===== config.mk =====
export PLATFORM = sky130hd
export DESIGN_NAME = ulsm_ctrl
export DESIGN_NICKNAME = d
export VERILOG_FILES = /design/src/verilog/ulsm_pkg.sv /design/src/verilog/ulsm_ctrl.sv
export SDC_FILE = /design/constraint.sdc
export NUM_CORES = 1
export LEC_CHECK = 0
export BUFFER_PORTS_ARGS = -buffer_cell sky130_fd_sc_hd__buf_2
export CORE_ASPECT_RATIO = 1.25
export CORE_UTILIZATION = 55
export DETAILED_ROUTE_END_ITERATION = 12
export GPL_TIMING_DRIVEN = 0
export PLACE_DENSITY = 0.78
export SETUP_SLACK_MARGIN = 0.5
export SLEW_MARGIN = 5
export SYNTH_ARGS = -nofsm -noshare
export SYNTH_HDL_FRONTEND = slang
export SYNTH_SLANG_ARGS = --single-unit
export TNS_END_PERCENT = 1

===== constraint.sdc =====
create_clock -name clk -period 3.3 [get_ports clk]
set_input_delay 0.99 -clock clk [delete_from_list [all_inputs] [get_ports clk]]
set_output_delay 0.99 -clock clk [all_outputs]
set_load 0.05 [all_outputs]

===== src/verilog/ulsm_pkg.sv =====
// Package for the link-side ULPI serial/UART mode controller.
// Assumes a ULPI transceiver whose register map follows the ULPI set/clear layout.
package ulsm_pkg;

  // Controller states
  typedef enum logic [3:0] {
    ST_IDLE, ST_CMD, ST_DATA, ST_STP, ST_WAITDIR, ST_PRE,
    ST_SER, ST_UART, ST_EXIT, ST_CS_OFF, ST_CS_WAIT
  } ulsm_state_e;

  // User orders
  typedef enum logic [1:0] {
    CMD_ENTER_SERIAL, CMD_ENTER_UART, CMD_EXIT_STOP, CMD_EXIT_CS
  } ulsm_cmd_e;

  // One register write of an entry sequence
  typedef struct packed {
    logic [5:0] addr;
    logic [7:0] data;
    logic last;
  } ulsm_step_s;

  // Register write opcode in the transmit command byte
  localparam logic [1:0] TXCMD_REGWR = 2'h2;

  // Set and clear addresses of the transceiver registers
  localparam logic [5:0] FUNC_SET = 6'h05;
  localparam logic [5:0] FUNC_CLR = 6'h06;
  localparam logic [5:0] IFC_SET = 6'h08;
  localparam logic [5:0] OTG_CLR = 6'h0C;
  localparam logic [5:0] CARKIT_SET = 6'h1A;

  // Field masks
  localparam logic [7:0] FUNC_SPEED_TERM = 8'h07; // transceiver_speed_sel and termination_sel
  localparam logic [7:0] SPEED_LOW = 8'h02;
  localparam logic [7:0] SPEED_FULL = 8'h01;
  localparam logic [7:0] OTG_PULLDOWNS = 8'h06; // plus/minus_line_pulldown_en
  localparam logic [7:0] IFC_THREE_WIRE = 8'h02; // three_wire_serial_en
  localparam logic [7:0] IFC_CARKIT = 8'h04;
  localparam logic [7:0] IFC_CLK_KEEP = 8'h08; // clock_keep_alive
  localparam logic [7:0] CARKIT_UART_EN = 8'h0C; // transmit and receive enables

  // Timing
  localparam int CLK_NS = 20;
  localparam logic [2:0] SER_TURN_CYC = 3'h1;
  localparam logic [2:0] UART_PRE_CYC = 3'h6; // turnaround plus five precharge cycles
  localparam logic [2:0] SER_LAST_IDX = 3'h1;
  localparam logic [2:0] UART_LAST_IDX = 3'h5;

endpackage : ulsm_pkg


===== src/verilog/ulsm_ctrl.sv =====
// Link-side controller that moves a ULPI transceiver into 3-pin serial or UART mode and back.
// Assumes clk is the ULPI clock domain and all ULPI pins are synchronous to it.
// Notes on behaviour
// - Enter 3-pin serial by writing three_wire_serial_en to 1.
// - Leave 3-pin serial by raising stop; bus returns to synchronous mode.
// - Write clock_keep_alive to 1 before entry when the clock must keep running.
// - Serial mode: data bit 0 is our transmit enable.
// - Serial mode: bit 1 carries transmit data when enabled, receive data otherwise.
// - Serial mode: bit 2 carries SE0 request when enabled, received SE0 otherwise.
// - Before UART entry select low-speed or full-speed transceiver.
// - During UART setup clear both line pull-downs.
// - During UART setup clear termination_sel.
// - Set UART transmit and receive enables together in one write.
// - Device precharges bit 0 five cycles after turnaround; link may drive after.
// - Clock stops in UART mode unless clock_keep_alive was set first.
// - UART mode ends by stop high or chip-select toggle.
// - Interrupt seen in UART mode: raise stop, then read the latch register.
// - Stop held high wakes the device back to synchronous mode.
`timescale 1ns/1ps

module ulsm_ctrl #(
  parameter int POWERDOWN_HOLD_NS = 1000
) (
  input wire logic clk, // ULPI clock
  input wire logic rstn, // Synchronous reset, active low
  input wire logic cmd_valid, // Order present
  input wire ulsm_pkg::ulsm_cmd_e cmd, // Order code
  output logic cmd_ready, // Order accepted this cycle
  input wire logic keep_clock, // Keep clock running in the alternate mode
  input wire logic uart_low_speed, // Low-speed driver for UART, else full-speed
  input wire logic ser_tx_en, // Serial transmit enable
  input wire logic ser_tx_dat, // Serial transmit differential data
  input wire logic ser_tx_se0, // Serial transmit SE0 request
  output logic ser_rx_dat, // Serial received differential data
  output logic ser_rx_se0, // Serial received SE0
  input wire logic uart_txd, // UART transmit toward the minus line
  output logic uart_rxd, // UART receive from the plus line
  output logic mode_serial, // In 3-pin serial mode
  output logic mode_uart, // In UART mode
  output logic int_seen, // Interrupt woke the device; read latch register
  output logic busy, // Sequence in progress
  input wire logic ulpi_dir, // ULPI direction
  input wire logic ulpi_nxt, // ULPI next
  output logic ulpi_stp, // ULPI stop
  input wire logic [7:0] ulpi_data_in, // ULPI data pin level
  output logic [7:0] ulpi_data_out, // ULPI data drive value
  output logic [7:0] ulpi_data_oe, // ULPI data per-bit drive enable
  output logic phy_cs // Transceiver chip select, active high
);

  localparam int CS_CYC_I = (POWERDOWN_HOLD_NS + ulsm_pkg::CLK_NS - 1) / ulsm_pkg::CLK_NS + 1;
  localparam logic [15:0] CS_CYC = 16'(CS_CYC_I);

  ulsm_pkg::ulsm_state_e state_reg, state_next;
  logic uart_sel_reg;
  logic [2:0] idx_reg;
  logic [2:0] cnt_reg;
  logic [15:0] cs_cnt_reg;
  logic stp_reg, cs_reg, int_reg;
  logic [7:0] dout_reg, dout_next, oe_reg, oe_next;
  logic in_mode;
  ulsm_pkg::ulsm_step_s step;
  logic uart_sel_next;
  logic [2:0] idx_next;
  ulsm_pkg::ulsm_step_s step_nx;
  logic [15:0] cs_low_cnt_reg;

  // Entry sequences; a clear clock_keep_alive becomes a harmless zero set write
  function automatic ulsm_pkg::ulsm_step_s step_of(input logic uart, input logic [2:0] idx,
                                                   input logic keep, input logic low);
    ulsm_pkg::ulsm_step_s s;
    logic [7:0] keep_bits;
    keep_bits = keep ? ulsm_pkg::IFC_CLK_KEEP : 8'h00;
    s = '{addr: ulsm_pkg::IFC_SET, data: keep_bits, last: 1'b0};
    if (!uart) begin
      if (idx == ulsm_pkg::SER_LAST_IDX) begin
        s = '{addr: ulsm_pkg::IFC_SET, data: ulsm_pkg::IFC_THREE_WIRE, last: 1'b1};
      end
    end else if (idx == 3'h0) begin
      s = '{addr: ulsm_pkg::FUNC_CLR, data: ulsm_pkg::FUNC_SPEED_TERM, last: 1'b0};
    end else if (idx == 3'h1) begin
      s.addr = ulsm_pkg::FUNC_SET;
      s.data = low ? ulsm_pkg::SPEED_LOW : ulsm_pkg::SPEED_FULL;
    end else if (idx == 3'h2) begin
      s = '{addr: ulsm_pkg::OTG_CLR, data: ulsm_pkg::OTG_PULLDOWNS, last: 1'b0};
    end else if (idx == 3'h4) begin
      s = '{addr: ulsm_pkg::CARKIT_SET, data: ulsm_pkg::CARKIT_UART_EN, last: 1'b0};
    end else if (idx == ulsm_pkg::UART_LAST_IDX) begin
      s = '{addr: ulsm_pkg::IFC_SET, data: ulsm_pkg::IFC_CARKIT, last: 1'b1};
    end
    return s;
  endfunction : step_of

  assign step = step_of(uart_sel_reg, idx_reg, keep_clock, uart_low_speed);

  // Selection and index of the coming cycle; the bus byte is registered one cycle ahead,
  // so it must follow these or a TXCMD would carry the previous step's address
  always_comb begin
    uart_sel_next = uart_sel_reg;
    idx_next = idx_reg;
    if (state_reg == ulsm_pkg::ST_IDLE && cmd_valid && cmd_ready) begin
      uart_sel_next = (cmd == ulsm_pkg::CMD_ENTER_UART);
      idx_next = 3'h0;
    end else if (state_reg == ulsm_pkg::ST_STP && !step.last) begin
      idx_next = idx_reg + 3'h1;
    end
  end

  assign step_nx = step_of(uart_sel_next, idx_next, keep_clock, uart_low_speed);
  assign in_mode = (state_reg == ulsm_pkg::ST_SER) || (state_reg == ulsm_pkg::ST_UART);

  // Enter orders only when idle, exit orders only while in a mode
  always_comb begin
    cmd_ready = 1'b0;
    if (state_reg == ulsm_pkg::ST_IDLE) begin
      cmd_ready = (cmd == ulsm_pkg::CMD_ENTER_SERIAL) || (cmd == ulsm_pkg::CMD_ENTER_UART);
    end else if (in_mode) begin
      cmd_ready = (cmd == ulsm_pkg::CMD_EXIT_STOP) || (cmd == ulsm_pkg::CMD_EXIT_CS);
    end
  end

  // Sequencer; nxt only counts while dir is low, so it is ignored inside the modes
  always_comb begin
    state_next = state_reg;
    case (state_reg)
      ulsm_pkg::ST_IDLE: begin
        if (cmd_valid && cmd_ready) begin
          state_next = ulsm_pkg::ST_CMD;
        end
      end
      ulsm_pkg::ST_CMD: begin
        if (ulpi_nxt && !ulpi_dir) begin
          state_next = ulsm_pkg::ST_DATA;
        end
      end
      ulsm_pkg::ST_DATA: begin
        if (ulpi_dir) begin
          state_next = ulsm_pkg::ST_CMD; // Write lost to a receive command; retry it
        end else if (ulpi_nxt) begin
          state_next = ulsm_pkg::ST_STP;
        end
      end
      ulsm_pkg::ST_STP: begin
        state_next = step.last ? ulsm_pkg::ST_WAITDIR : ulsm_pkg::ST_CMD;
      end
      ulsm_pkg::ST_WAITDIR: begin
        if (ulpi_dir) begin
          state_next = ulsm_pkg::ST_PRE;
        end
      end
      ulsm_pkg::ST_PRE: begin
        if (cnt_reg == 3'h1) begin
          state_next = uart_sel_reg ? ulsm_pkg::ST_UART : ulsm_pkg::ST_SER;
        end
      end
      ulsm_pkg::ST_SER, ulsm_pkg::ST_UART: begin
        if (ulpi_data_in[3]) begin
          state_next = ulsm_pkg::ST_EXIT;
        end else if (cmd_valid && cmd_ready) begin
          state_next = (cmd == ulsm_pkg::CMD_EXIT_CS) ? ulsm_pkg::ST_CS_OFF
                                                      : ulsm_pkg::ST_EXIT;
        end
      end
      ulsm_pkg::ST_EXIT: begin
        if (!ulpi_dir) begin
          state_next = ulsm_pkg::ST_IDLE;
        end
      end
      ulsm_pkg::ST_CS_OFF: begin
        if (cs_cnt_reg == 16'h0001) begin
          state_next = ulsm_pkg::ST_CS_WAIT;
        end
      end
      ulsm_pkg::ST_CS_WAIT: begin
        if (!ulpi_dir) begin
          state_next = ulsm_pkg::ST_IDLE;
        end
      end
      default: state_next = ulsm_pkg::ST_IDLE;
    endcase
  end

  always_ff @(posedge clk) begin
    if (!rstn) begin
      state_reg <= ulsm_pkg::ST_IDLE;
    end else begin
      state_reg <= state_next;
    end
  end

  // Sequence selection and step index
  always_ff @(posedge clk) begin
    if (!rstn) begin
      uart_sel_reg <= 1'b0;
      idx_reg <= 3'h0;
    end else begin
      uart_sel_reg <= uart_sel_next;
      idx_reg <= idx_next;
    end
  end

  // Turnaround and precharge window, chip-select off time
  always_ff @(posedge clk) begin
    if (!rstn) begin
      cnt_reg <= 3'h0;
      cs_cnt_reg <= 16'h0000;
    end else begin
      if (state_reg == ulsm_pkg::ST_WAITDIR) begin
        cnt_reg <= uart_sel_reg ? ulsm_pkg::UART_PRE_CYC : ulsm_pkg::SER_TURN_CYC;
      end else if (cnt_reg != 3'h0) begin
        cnt_reg <= cnt_reg - 3'h1;
      end
      if (state_next == ulsm_pkg::ST_CS_OFF && state_reg != ulsm_pkg::ST_CS_OFF) begin
        cs_cnt_reg <= CS_CYC;
      end else if (cs_cnt_reg != 16'h0000) begin
        cs_cnt_reg <= cs_cnt_reg - 16'h0001;
      end
    end
  end

  // Stop, chip select and the interrupt flag; a new entry clears the flag
  always_ff @(posedge clk) begin
    if (!rstn) begin
      stp_reg <= 1'b0;
      cs_reg <= 1'b1;
      int_reg <= 1'b0;
    end else begin
      stp_reg <= (state_next == ulsm_pkg::ST_STP) || (state_next == ulsm_pkg::ST_EXIT);
      cs_reg <= (state_next != ulsm_pkg::ST_CS_OFF);
      if (in_mode && ulpi_data_in[3]) begin
        int_reg <= 1'b1;
      end else if (state_reg == ulsm_pkg::ST_IDLE && cmd_valid && cmd_ready) begin
        int_reg <= 1'b0;
      end
    end
  end

  // Data drive for the coming state; bits 7..3 are never driven inside the modes
  always_comb begin
    dout_next = 8'h00;
    oe_next = 8'h00;
    case (state_next)
      ulsm_pkg::ST_CMD: begin
        dout_next = {ulsm_pkg::TXCMD_REGWR, step_nx.addr};
        oe_next = 8'hFF;
      end
      ulsm_pkg::ST_DATA: begin
        dout_next = step_nx.data;
        oe_next = 8'hFF;
      end
      ulsm_pkg::ST_STP: begin
        oe_next = 8'hFF;
      end
      ulsm_pkg::ST_SER: begin
        dout_next = {5'h00, ser_tx_se0, ser_tx_dat, ser_tx_en};
        oe_next = {5'h00, ser_tx_en, ser_tx_en, 1'b1};
      end
      ulsm_pkg::ST_UART: begin
        dout_next = {7'h00, uart_txd};
        oe_next = 8'h01;
      end
      default: begin
        dout_next = 8'h00;
        oe_next = 8'h00;
      end
    endcase
  end

  always_ff @(posedge clk) begin
    if (!rstn) begin
      dout_reg <= 8'h00;
      oe_reg <= 8'h00;
    end else begin
      dout_reg <= dout_next;
      oe_reg <= oe_next;
    end
  end

  // Receive side of the modes, sampled into flip-flops
  always_ff @(posedge clk) begin
    if (!rstn) begin
      ser_rx_dat <= 1'b0;
      ser_rx_se0 <= 1'b0;
      uart_rxd <= 1'b1;
    end else begin
      if (state_reg == ulsm_pkg::ST_SER && !oe_reg[1]) begin
        ser_rx_dat <= ulpi_data_in[1];
        ser_rx_se0 <= ulpi_data_in[2];
      end
      if (state_reg == ulsm_pkg::ST_UART) begin
        uart_rxd <= ulpi_data_in[1];
      end
    end
  end

  // Drive is withdrawn at once if the transceiver takes the bus during a write
  assign ulpi_data_oe = (in_mode || !ulpi_dir) ? oe_reg : 8'h00;
  assign ulpi_data_out = dout_reg;
  assign ulpi_stp = stp_reg;
  assign phy_cs = cs_reg;
  assign int_seen = int_reg;
  assign mode_serial = (state_reg == ulsm_pkg::ST_SER);
  assign mode_uart = (state_reg == ulsm_pkg::ST_UART);
  assign busy = !(state_reg == ulsm_pkg::ST_IDLE) && !in_mode;

  // Cycles chip select has been low, saturating; watched by the checks below
  always_ff @(posedge clk) begin
    if (!rstn) begin
      cs_low_cnt_reg <= 16'h0000;
    end else if (phy_cs) begin
      cs_low_cnt_reg <= 16'h0000;
    end else if (cs_low_cnt_reg != 16'hFFFF) begin
      cs_low_cnt_reg <= cs_low_cnt_reg + 16'h0001;
    end
  end
endmodule : ulsm_ctrl


== Word level (Yosys, flattened, before mapping) ==
Index checks and enable logic that the tools add are counted.

* Reductions and logical operators: 32
* Equality and inequality tests: 32
* Muxes and demuxes: 46
* $add $sub $neg: 3
* Bitwise operators: 1

{| class="wikitable"
|+ Operators with widths
! kind !! count
|-
| $mux W15 || 6
|-
| $mux W4 || 11
|-
| $pmux W4 S9 || 1
|-
| $pmux W8 S4 || 1
|-
| $eq A4 B3 Y1 const B || 6
|-
| $pmux W8 S3 || 1
|-
| $eq A4 B4 Y1 const B || 5
|-
| $mux W3 || 6
|-
| $eq A16 B1 Y1 const B || 1
|-
| $eq A4 B2 Y1 const B || 4
|-
| $reduce_bool A16 Y1 || 1
|-
| $sub A16 B1 Y16 const B || 1
|-
| $mux W5 || 3
|-
| $mux W14 || 1
|-
| $eq A3 B3 Y1 const B || 4
|-
| $mux W1 || 12
|-
| $mux W6 || 2
|-
| $eq A3 B1 Y1 const B || 3
|-
| $logic_and A1 B1 Y1 || 9
|-
| $eq A4 B1 Y1 const B || 2
|-
| $mux W8 || 1
|-
| $ne A4 B4 Y1 const B || 2
|-
| $eq A3 B2 Y1 const B || 2
|-
| $logic_not A3 Y1 || 2
|-
| other kinds (14) || 27
|}

* Flip-flop bits (word level): 49
* Input bits: 21
* Word-level logic and storage cells: 128

== Logic depth before layout (Yosys ltp) ==
Gate-level depths: netlist (run 1).

* Depth in word-level cells: 19
* Depth in mapped cells: 10
* Mapped depth without buffers: 9

== Worst setup path after synthesis (run 1) ==
No wires, ideal clock.

* Path kind: input port to output port
* Start point: input cmd[1]
* End point: output cmd_ready
* Required time: 2,310 ps
* Cell stages on the path: 3
* Arrival: 1,950 ps
* Slack: 360 ps
* Path through: nor4_1 nor2_1 nor2_1

* Word-level cells in the longest chain between the ends: 4

{| class="wikitable"
|+ RTL lines
! what !! RTL line !! RTL
|-
| start: declaration || ulsm_ctrl.sv:27 || <nowiki>input wire ulsm_pkg::ulsm_cmd_e cmd,</nowiki>
|-
| $eq A2 B2 Y1 || ulsm_ctrl.sv:118 || <nowiki>cmd_ready = (cmd == ulsm_pkg::CMD_EXIT_STOP) || (cmd == ulsm_pkg::CMD_EXIT_CS);</nowiki>
|-
| $logic_or A1 B1 Y1 || ulsm_ctrl.sv:118 ||
|-
| $mux W1 || ulsm_ctrl.sv:117 || <nowiki>end else if (in_mode) begin</nowiki>
|-
| $mux W1 * || ulsm_ctrl.sv:115 || <nowiki>if (state_reg == ulsm_pkg::ST_IDLE) begin</nowiki>
|-
| end: declaration || ulsm_ctrl.sv:28 || <nowiki>output logic cmd_ready,</nowiki>
|}

Mark *: on every way between the ends. The rest lies on a longest branch, timed or not.

== Worst setup path in the final report (run 1) ==
* Start point: register state_reg[1]
* End point: output mode_uart

* Word-level cells in the longest chain between the ends: 1

{| class="wikitable"
|+ RTL lines
! what !! RTL line !! RTL
|-
| start: declaration || ulsm_ctrl.sv:54 || <nowiki>ulsm_pkg::ulsm_state_e state_reg, state_next;</nowiki>
|-
| start signal: assignment || ulsm_ctrl.sv:185 || <nowiki>state_reg <= ulsm_pkg::ST_IDLE;</nowiki>
|-
| start signal: assignment || ulsm_ctrl.sv:187 || <nowiki>state_reg <= state_next;</nowiki>
|-
| $eq A4 B3 Y1 || ulsm_ctrl.sv:303 || <nowiki>assign mode_uart = (state_reg == ulsm_pkg::ST_UART);</nowiki>
|-
| end: declaration || ulsm_ctrl.sv:39 || <nowiki>output logic mode_uart,</nowiki>
|}

No other way between the ends.

==> flow_summary.toml, run 1 <==
[status]
status = "completed"

[critical_path]
required_ns = 2.31
criticalPathCategory = "reg2out"
cp-startpoint = "state_reg[1]"
end_kind = "output port"
critPathMaxFanout = 10
crit_top_cell = "buf_2"
crit_family = "buffers and inverters"
critPathBufInv = 3
crit_chain = "buf_2 > clkbuf_2 > nand2_1 > nor2_1 > buf_2"
r2r-start = "idx_reg[0]"
critical-path-slowest-cell = "dfxtp_1"
start_kind = "flip-flop"
arrival_ns = 1.74
max_stage_delay_ns = 0.33

[yosys]
synth_common_cells = "dfxtp_1 (42), nor2_1 (38), nand2_1 (26), a21oi_1 (15), inv_1 (12)"
yosys.cell_count.top_type = "dfxtp_1"
synthArstFlopShare_pct = 0
synth_area_per_cell_um2 = 8.289
ys_seq_area_share_pct = 32.51
synth_area_leaders = "dfxtp_1 (33%), nor2_1 (5.5%), ha_1 (4.4%)"
synth_top_area_share_pct = 32.51
synth-seq-cells = 42
syn_area_um2 = 2586
synth_top_area_cell = "dfxtp_1"
yosys_most_used_dff = "dfxtp_1"
ys_types = 64
synth-edff-count = 0
yosysWarnings = 0
synth_cells = 312

[timing]
hold_viol_final = 0
slew_viol_final = 0
timing.fmax_mhz = 366.8
tightest_slew_ns = 0.6783
fin_skew_ns = 0.002069
setup_viol = 0
min_period_ns = 2.726
fin_crit_sh_pct = 82.61
slew-limit-headroom_pct = 54.20
setup_tns_ns = 0
rsz0062_at_grt = "true"
hold_ws_ns = 0.4862

[hold_path]
min_path_type = "reg2reg"
hold_start = "uart_rxd"

[job]
drv_cap = 0

[die]
die_h_um = 78.67
initial_utilization_pct = 58.00
die_w_um = 63.34
pin_count = 47
core_area_um2 = 4459
die_area_um2 = 4982
row_count = 27

[clock_tree]
cts_tree = "yes"
clkSlewWorstSetupHoldPaths_ns = 0.08
numCtsBuffers = 5
clock_latency_ns = 0.30
hold_buffers = 0
cts_sinks = 42
htreeDepth = 2
root_buffer = "clkbuf_8"
cts_buffer_depth = 2

[power]
p_comb_share_pct = 44.4
p_int_mw = 1.118
switching_share_pct = 39.71
sequentialPowerShare_pct = 37.9
p_clk_share_pct = 17.7
switchingPower_mw = 0.7367
power.density_nw_per_um2 = 620.0
leakage_nw = 1.322
vdd_drop_max_mv = 0.2935

[routing]
drc = 0
first_pass_iters = 4
routedWlPerCell_um = 15.13
drt-total-wl_um = 6340
ant_nets = 0
drt_iter0_drc = 165
avgViaCountPerCell = 5.783
num_vias = 2423

[grt]
grt_pass1_vias = 2297
grtUsageTotal_pct = 26.49
grt_start_max_net_pins = 14
grt_pass1_wl_um = 10310
antenna_found_initial = 0
grt-ovfl-total = 0

[placement]
dpl.hpwl_um = 4802
place_inst = 410
portBuffers = 39
routabilityCongestion = 0.8942

[layout]
fin_cells = 419
largest_reg_flops = 16
area_growth_pct = 15.67
diodes = 0
drive_gt1_share_pct = 22.16
fin_nets = 390
fillers = 381
==> cell type report <==
| type | count | area (um^2) | area share (%) |
|---|---|---|---|
| Buffer | 20 | 117.6 | 3.931 |
| Clock buffer | 6 | 72.57 | 2.426 |
| Clock inverter | 2 | 13.76 | 0.4601 |
| Inverter | 12 | 45.04 | 1.506 |
| Multi-Input combinational cell | 239 | 1613 | 53.91 |
| Sequential cell | 42 | 842.1 | 28.15 |
| Tap cell | 58 | 72.57 | 2.426 |
| Timing Repair Buffer | 40 | 215.2 | 7.194 |
==> layout by cell type, fill, tap and decap left out, types with 3 or more instances in the layout <==
| master | instances |
|---|---|
| mux2i_1 | 8 |
| xnor2_1 | 10 |
| nor3_1 | 9 |
| o22ai_1 | 3 |
| o211a_1 | 4 |
| inv_1 | 12 |
| a21oi_1 | 15 |
| xor2_1 | 6 |
| nand2_1 | 25 |
| o311a_1 | 3 |
| ha_1 | 9 |
| nand3_1 | 10 |
| buf_2 | 39 |
| dfxtp_1 | 41 |
| buf_4 | 12 |
| nand3b_1 | 4 |
| nor2_1 | 37 |
| and3_1 | 4 |
| a211oi_1 | 4 |
| and2_1 | 8 |
| nand2b_1 | 11 |
| nor4_1 | 4 |
| or3_1 | 3 |
| clkbuf_8 | 5 |
| o21ai_0 | 7 |
| clkbuf_1 | 6 |
==> power by group through the flow <==
stage	Combinational, mW	Sequential [mW]	Clock, mW
3_3_place_gp	0.782	0.707	0
3_5_place_dp	0.814	0.715	0
4_1_cts	0.823	0.703	0.336
2_1_floorplan	0.657	0.703	0
5_1_grt	0.922	0.718	0.353
6_report	0.824	0.703	0.328
==> repair_timing <==
item	CTS	global route
endpoints found under the hold margin	0	0
buffers inserted	0	1
gates resized for setup	7	7
pin swaps	0	1
setup endpoints to repair	9	14
==> path summary, 6_finish.rpt <==
kind | cells after the start | slack, ns | to
min | 2 | 0.49 | uart_rxd
max | 5 | 0.57 | mode_uart
max reg2reg | 9 | 0.67 | ulpi_data_out[0]
min reg2reg | 2 | 0.49 | uart_rxd
==> kinds of logic (layout without fill, tap and decap cells) <==
group           count (synthesis)  in the layout  share of synthesized area [%]
simple gates                  139            139                          29.17
compound gates                 63             63                          18.24
flops                          42             42                          32.51
buf+inv                        32             80                          6.192
xor+xnor                       16             16                          5.418
mux                            10             10                          3.967
fa+ha+maj                       9              9                          4.354
other cells                     1              2                         0.1450
==> stage by stage <==
step	util, %	setup WS (ns)	area, um^2	power, mW
finish	67.09	0.5739	2992	1.855
global route	67.09	0.4600	2992	1.993
CTS	66.41	0.4697	2962	1.862
detailed placement	64.14	0.3187	2860	1.529
global placement	64.14	0.3193	2860	1.490
floorplan	-	0.3867	2592	1.361
==> metal layers <==
layer	vias to the layer above	global-route usage [%]	wire, um
li1	1203	-	-
met1	1143	28.29	2494
met2	65	49.47	3449
met3	12	5.378	285
met4	0	11.14	110
met5	-	0	0
==> worst reg2reg max path, cell delays in order, from the launching register on <==
cell      delay [ns]
dfxtp_1         0.47
ha_1            0.28
or3b_1          0.42
nand3_2         0.18
o311ai_1        0.19
a221oi_4        0.33
buf_6           0.19
mux2i_1         0.18
nor2_1          0.06
o211a_1         0.21
(Power assumes the default switching activity.)
==> run 2, diff against run 1 <==
- CORE_UTILIZATION: 55 -> 50
- PLACE_DENSITY: 0.78 -> 0.75
- clock period: 3.3 -> 2.2 ns (I/O delays scaled with it)
==> run 2 against run 1 <==
The flow now finishes with violations (negative setup slack). Via count is 1.4% higher. Clock power is 61% higher. Total power is 70% higher. Sequential share of layout area is 3.3 points lower. Sequential power is 54% higher. Register-to-register slack worse by 0.76 ns. Clock skew is 0.0041 ns higher. Critical path type is now in2reg.
==> flow_summary.toml, run 2 (synthesized netlist as in run 1, its figures left out) <==
[clock_tree]
numCtsBuffers = 5
cts_sinks = 42
clkSlewWorstSetupHoldPaths_ns = 0.08
clock_latency_ns = 0.31
cts_tree = "yes"
hold_buffers = 0
htreeDepth = 2
root_buffer = "clkbuf_8"
cts_buffer_depth = 2

[routing]
avgViaCountPerCell = 5.701
drt-total-wl_um = 6892
routedWlPerCell_um = 15.99
first_pass_iters = 4
num_vias = 2457
drc = 0
ant_nets = 0
drt_iter0_drc = 90

[hold_path]
hold_path_end = "uart_rxd"
worstHoldPathCells = 2
hold_start = "uart_rxd"
min_path_type = "reg2reg"

[timing]
fin_skew_ns = 0.006218
tightest_slew_ns = 0.6603
slew_viol_final = 0
rsz0062_at_grt = "true"
slew-limit-headroom_pct = 55.42
timing.fmax_mhz = 430.6
min_period_ns = 2.322
setup_viol = 8
fin_ws_ns = -0.1221
hold_viol_final = 0
fin_crit_sh_pct = 105.5
hold_ws_ns = 0.4954

[status]
violations = "negative setup slack"
status = "finished, violations left"

[critical_path]
start_kind = "input port"
r2r_setup_slack_ns = -0.09
r2r-start = "state_reg[0]"
criticalPathCategory = "in2reg"
end_kind = "flip-flop"
crit_family = "simple AND/OR/NAND/NOR gates"
reg2reg_to = "ulpi_data_out[3]"
critPathBufInv = 1
critical-path-slowest-cell = "nor4bb_1"
arrival_ns = 2.58
required_ns = 2.45
critPathMaxFanout = 7
reg2regPathDepth = 8
crit_chain = "buf_2 > nor4bb_1 > nand2_1 > o311a_1 > o311ai_0 > nand2_1 > o22ai_1 > o211a_1"
crit_top_cell = "nand2_1"
max_stage_delay_ns = 0.61

[placement]
routabilityCongestion = 0.9198
place_inst = 412
portBuffers = 39
postPlaceCellArea_um2 = 2883
dpl.hpwl_um = 4723

[grt]
grt-ovfl-total = 0
grtUsageTotal_pct = 26.52
grt_pass1_wl_um = 10930
grt_pass1_vias = 2392
grt_start_max_net_pins = 16
antenna_found_initial = 0

[layout]
final_core_util_pct = 70.56
layout_common_cells = "nor2_1 (35), dfxtp_1 (35), buf_2 (29), nand2_1 (20), buf_4 (15)"
drive_gt1_share_pct = 35.04
fin_nets = 400
largest_reg_flops = 16
diodes = 0
design_area_um2 = 3436
area_growth_pct = 32.85
fin_cells = 431

[power]
vdd_drop_max_mv = 0.4386
power.density_nw_per_um2 = 920.1
leakage_nw = 1.467

[die]
die_area_um2 = 5466
pin_count = 47
initial_utilization_pct = 53.11
core_area_um2 = 4870
die_w_um = 66.33
die_h_um = 82.41
row_count = 28

[job]
drv_cap = 0
==> run 2: layer usage <==
metal	part of all wire, %	vias up	GRT usage [%]
li1	-	1227	-
met1	40	1152	28.37
met2	54	61	50.31
met3	3.6	17	4.396
met4	2.9	0	11.91
met5	0	-	0
==> run 2: worst max path at each step <==
stage	end	slack, ns	depth (start not counted)	start
after floorplan	ulpi_data_out[0]	-0.03	8	cs_cnt_reg[12]
after global placement	ulpi_data_out[3]	-0.48	9	cmd[1]
after detailed placement	ulpi_data_out[3]	-0.52	9	cmd[1]
after CTS	ulpi_data_out[0]	-0.10	8	cs_cnt_reg[10]
after global routing	ulpi_data_out[0]	-0.22	8	cs_cnt_reg[10]
final	ulpi_data_out[1]	-0.12	8	ulpi_dir
==> run 2: per-stage QoR <==
stage	setup slack (ns)	TNS, ns	total power, mW
floorplan	-0.02749	-0.06503	2.048
global placement	-0.4760	-2.403	2.238
detailed placement	-0.5168	-2.465	2.275
CTS	-0.1024	-0.2940	3.092
global route	-0.2212	-1.260	3.363
finish	-0.1221	-0.4225	3.161
==> run 2: timing repair <==
| action | in CTS | in global routing |
|---|---|---|
| buffers inserted | 9 | 1 |
| endpoints found under the setup margin | 49 | 48 |
| gates cloned | 1 | 0 |
| pin swaps | 17 | 7 |
| gates resized for setup | 91 | 11 |
==> run 2: final cells by class <==
cell class	instances	area, um^2
fillers	384	1434
multi-input cells	239	1809
flip-flops and latches	42	854.6
repair buffers	50	385.4
clock inverters	3	23.77
well taps	60	75.07
plain buffers	20	171.4
clock buffers	5	68.82
inverters	12	47.55
==> run 2: worst min-delay path, cell delays in order, from the launching register on <==
cell,delay (ns)
dfxtp_1,0.34
mux2i_1,0.07
nand2_1,0.06
==> run 2: power by group <==
group | internal [mW] | leakage, nW | total (mW) | switching [mW]
clock | 0.227 | 0.0408 | 0.527 | 0.300
combinational | 0.743 | 1.08 | 1.56 | 0.816
sequential | 0.917 | 0.347 | 1.08 | 0.158
total | 1.89 | 1.47 | 3.16 | 1.27
==> run 3, diff against run 2 <==
- SETUP_SLACK_MARGIN: 0.5 -> 0.2
- SLEW_MARGIN: 5 -> 20
==> run 3 against run 2 <==
The flow still finishes with violations (negative setup slack). Die area did not move. Largest cell class unchanged. Routed wire length rose by 2.0%. Cell count did not move. Sequential cell count did not move. Fmax fell by 0.55%. Register-to-register slack got worse by 0.04 ns. First-iteration DRC count rose by 42%. Design area rose by 0.73%. Sequential share of layout area fell by 0.18 points. Count of clock-buffer cells in the layout did not move.
==> flow_summary.toml, run 3 (synthesized netlist as in run 1, its figures left out) <==
[timing]
timing.fmax_mhz = 428.3
fin_ws_ns = -0.1349
fin_crit_sh_pct = 106.1
tightest_slew_ns = 0.5189
setup_viol = 8
slew-limit-headroom_pct = 65.41
slew_viol_final = 0
rsz0062_at_grt = "true"
fin_skew_ns = 0.007453
min_period_ns = 2.335
hold_viol_final = 0

[routing]
drc = 0
first_pass_iters = 4
avgViaCountPerCell = 5.717
num_vias = 2464
drt-total-wl_um = 7033
routedWlPerCell_um = 16.32
drt_iter0_drc = 128
ant_nets = 0

[clock_tree]
cts_buffer_depth = 2
clock_latency_ns = 0.31
root_buffer = "clkbuf_8"
numCtsBuffers = 5
clkSlewWorstSetupHoldPaths_ns = 0.09
cts_tree = "yes"
htreeDepth = 2
cts_sinks = 42

[hold_path]
min_path_type = "reg2reg"
hold_start = "cs_cnt_reg[3]"

[grt]
grt_pass1_wl_um = 10880
antenna_found_initial = 0
grt_start_max_net_pins = 16
grtUsageTotal_pct = 26.41
grt_pass1_vias = 2381
grt-ovfl-total = 0

[power]
switchingPower_mw = 1.266
finalPower_mw = 3.148
p_clk_share_pct = 16.9
leakage_nw = 1.472
p_comb_share_pct = 49.0
switching_share_pct = 40.21
sequentialPowerShare_pct = 34.1
power.density_nw_per_um2 = 909.7
p_int_mw = 1.882
vdd_drop_max_mv = 0.4296

[placement]
routabilityCongestion = 0.9198
portBuffers = 39
dpl.hpwl_um = 4723
place_inst = 412
place_ws_ns = -0.5168

[layout]
layout_common_cells = "nor2_1 (36), dfxtp_1 (35), buf_2 (28), nand2_1 (20), buf_4 (15)"
drive_gt1_share_pct = 35.85
fin_cells = 431
area_growth_pct = 33.82
largest_reg_flops = 16
fin_nets = 400
diodes = 0
final_common_cell = "nor2_1"
fillers = 373

[die]
die_w_um = 66.33
row_count = 28
die_area_um2 = 5466
pin_count = 47
core_area_um2 = 4870
die_h_um = 82.41
initial_utilization_pct = 53.11

[job]
drv_cap = 0

[status]
status = "finished, violations left"
violations = "negative setup slack"

[critical_path]
required_ns = 2.45
r2r-start = "idx_reg[0]"
arrival_ns = 2.59
end_kind = "flip-flop"
criticalPathCategory = "reg2reg"
cp-startpoint = "idx_reg[0]"
critPathMaxFanout = 6
start_kind = "flip-flop"
-- run 3: cell types whose count changed in the layout (fill, tap and decap cells not counted), sizes merged --
cell	before	now
buf	63	62
clkbuf	12	13
-- run 3: what timing repair did --
item,in CTS,in global routing
buffers inserted,9,1
gates cloned,1,0
setup endpoints to repair,40,36
gates resized for setup,79,27
pin swaps,14,10
hold buffers,0,0
-- run 3: cell type report --
type,count,area (um^2),share of cell area (%)
plain buffers,20,173.9,5.025
well taps,60,75.07,2.169
flip-flops and latches,42,854.6,24.69
multi-input cells,239,1834,53.00
clock inverters,3,23.77,0.6869
inverters,12,45.04,1.302
clock buffers,5,68.82,1.988
repair buffers,50,385.4,11.14
-- run 3: through the flow --
stage | utilization, % | setup TNS [ns] | instance area [um^2] | hold slack (ns)
3_5_place_dp | 59.20 | -2.465 | 2883 | 0.4751
5_1_grt | 71.07 | -1.225 | 3461 | 0.5225
6_report | 71.07 | -0.4841 | 3461 | 0.5005
4_1_cts | 68.60 | -0.3316 | 3341 | 0.4930
2_1_floorplan | - | -0.06503 | 2613 | 0.4602
3_3_place_gp | 59.20 | -2.403 | 2883 | 0.4566
-- run 3: final timing paths --
check                                        end  slack, ns  cells past startpoint
worst min register to register     cs_cnt_reg[3]       0.50                      2
worst min-delay path               cs_cnt_reg[3]       0.50                      2
worst max-delay path            ulpi_data_out[0]      -0.13                     10
worst max register to register  ulpi_data_out[0]      -0.13                     10
-- run 3: power by group through the flow --
stage / sequential (mW) / combinational, mW / clock (mW)
3_3_place_gp: 1.06 / 1.18 / 0
2_1_floorplan: 1.06 / 0.993 / 0
5_1_grt: 1.09 / 1.69 / 0.564
6_report: 1.07 / 1.54 / 0.532
4_1_cts: 1.07 / 1.43 / 0.538
3_5_place_dp: 1.07 / 1.21 / 0
-- run 3: per-layer routing --
layer / GRT usage (%) / routed length [um] / part of all wire [%]
met1: 28.95 / 2870 / 41
met2: 49.18 / 3766 / 54
met3: 4.258 / 215 / 3.1
met4: 12.13 / 180 / 2.6
met5: 0 / 0 / 0
-- run 3: worst max-delay path, cell delays in order (launching register included) --
cell and delay [ns]:
dfxtp_4 0.38, inv_1 0.09, ha_2 0.21, nand4b_1 0.27
nand3_4 0.17, buf_12 0.12, nand3_1 0.15, a211oi_1 0.36
o211ai_1 0.14, a21oi_1 0.22, o211a_1 0.17
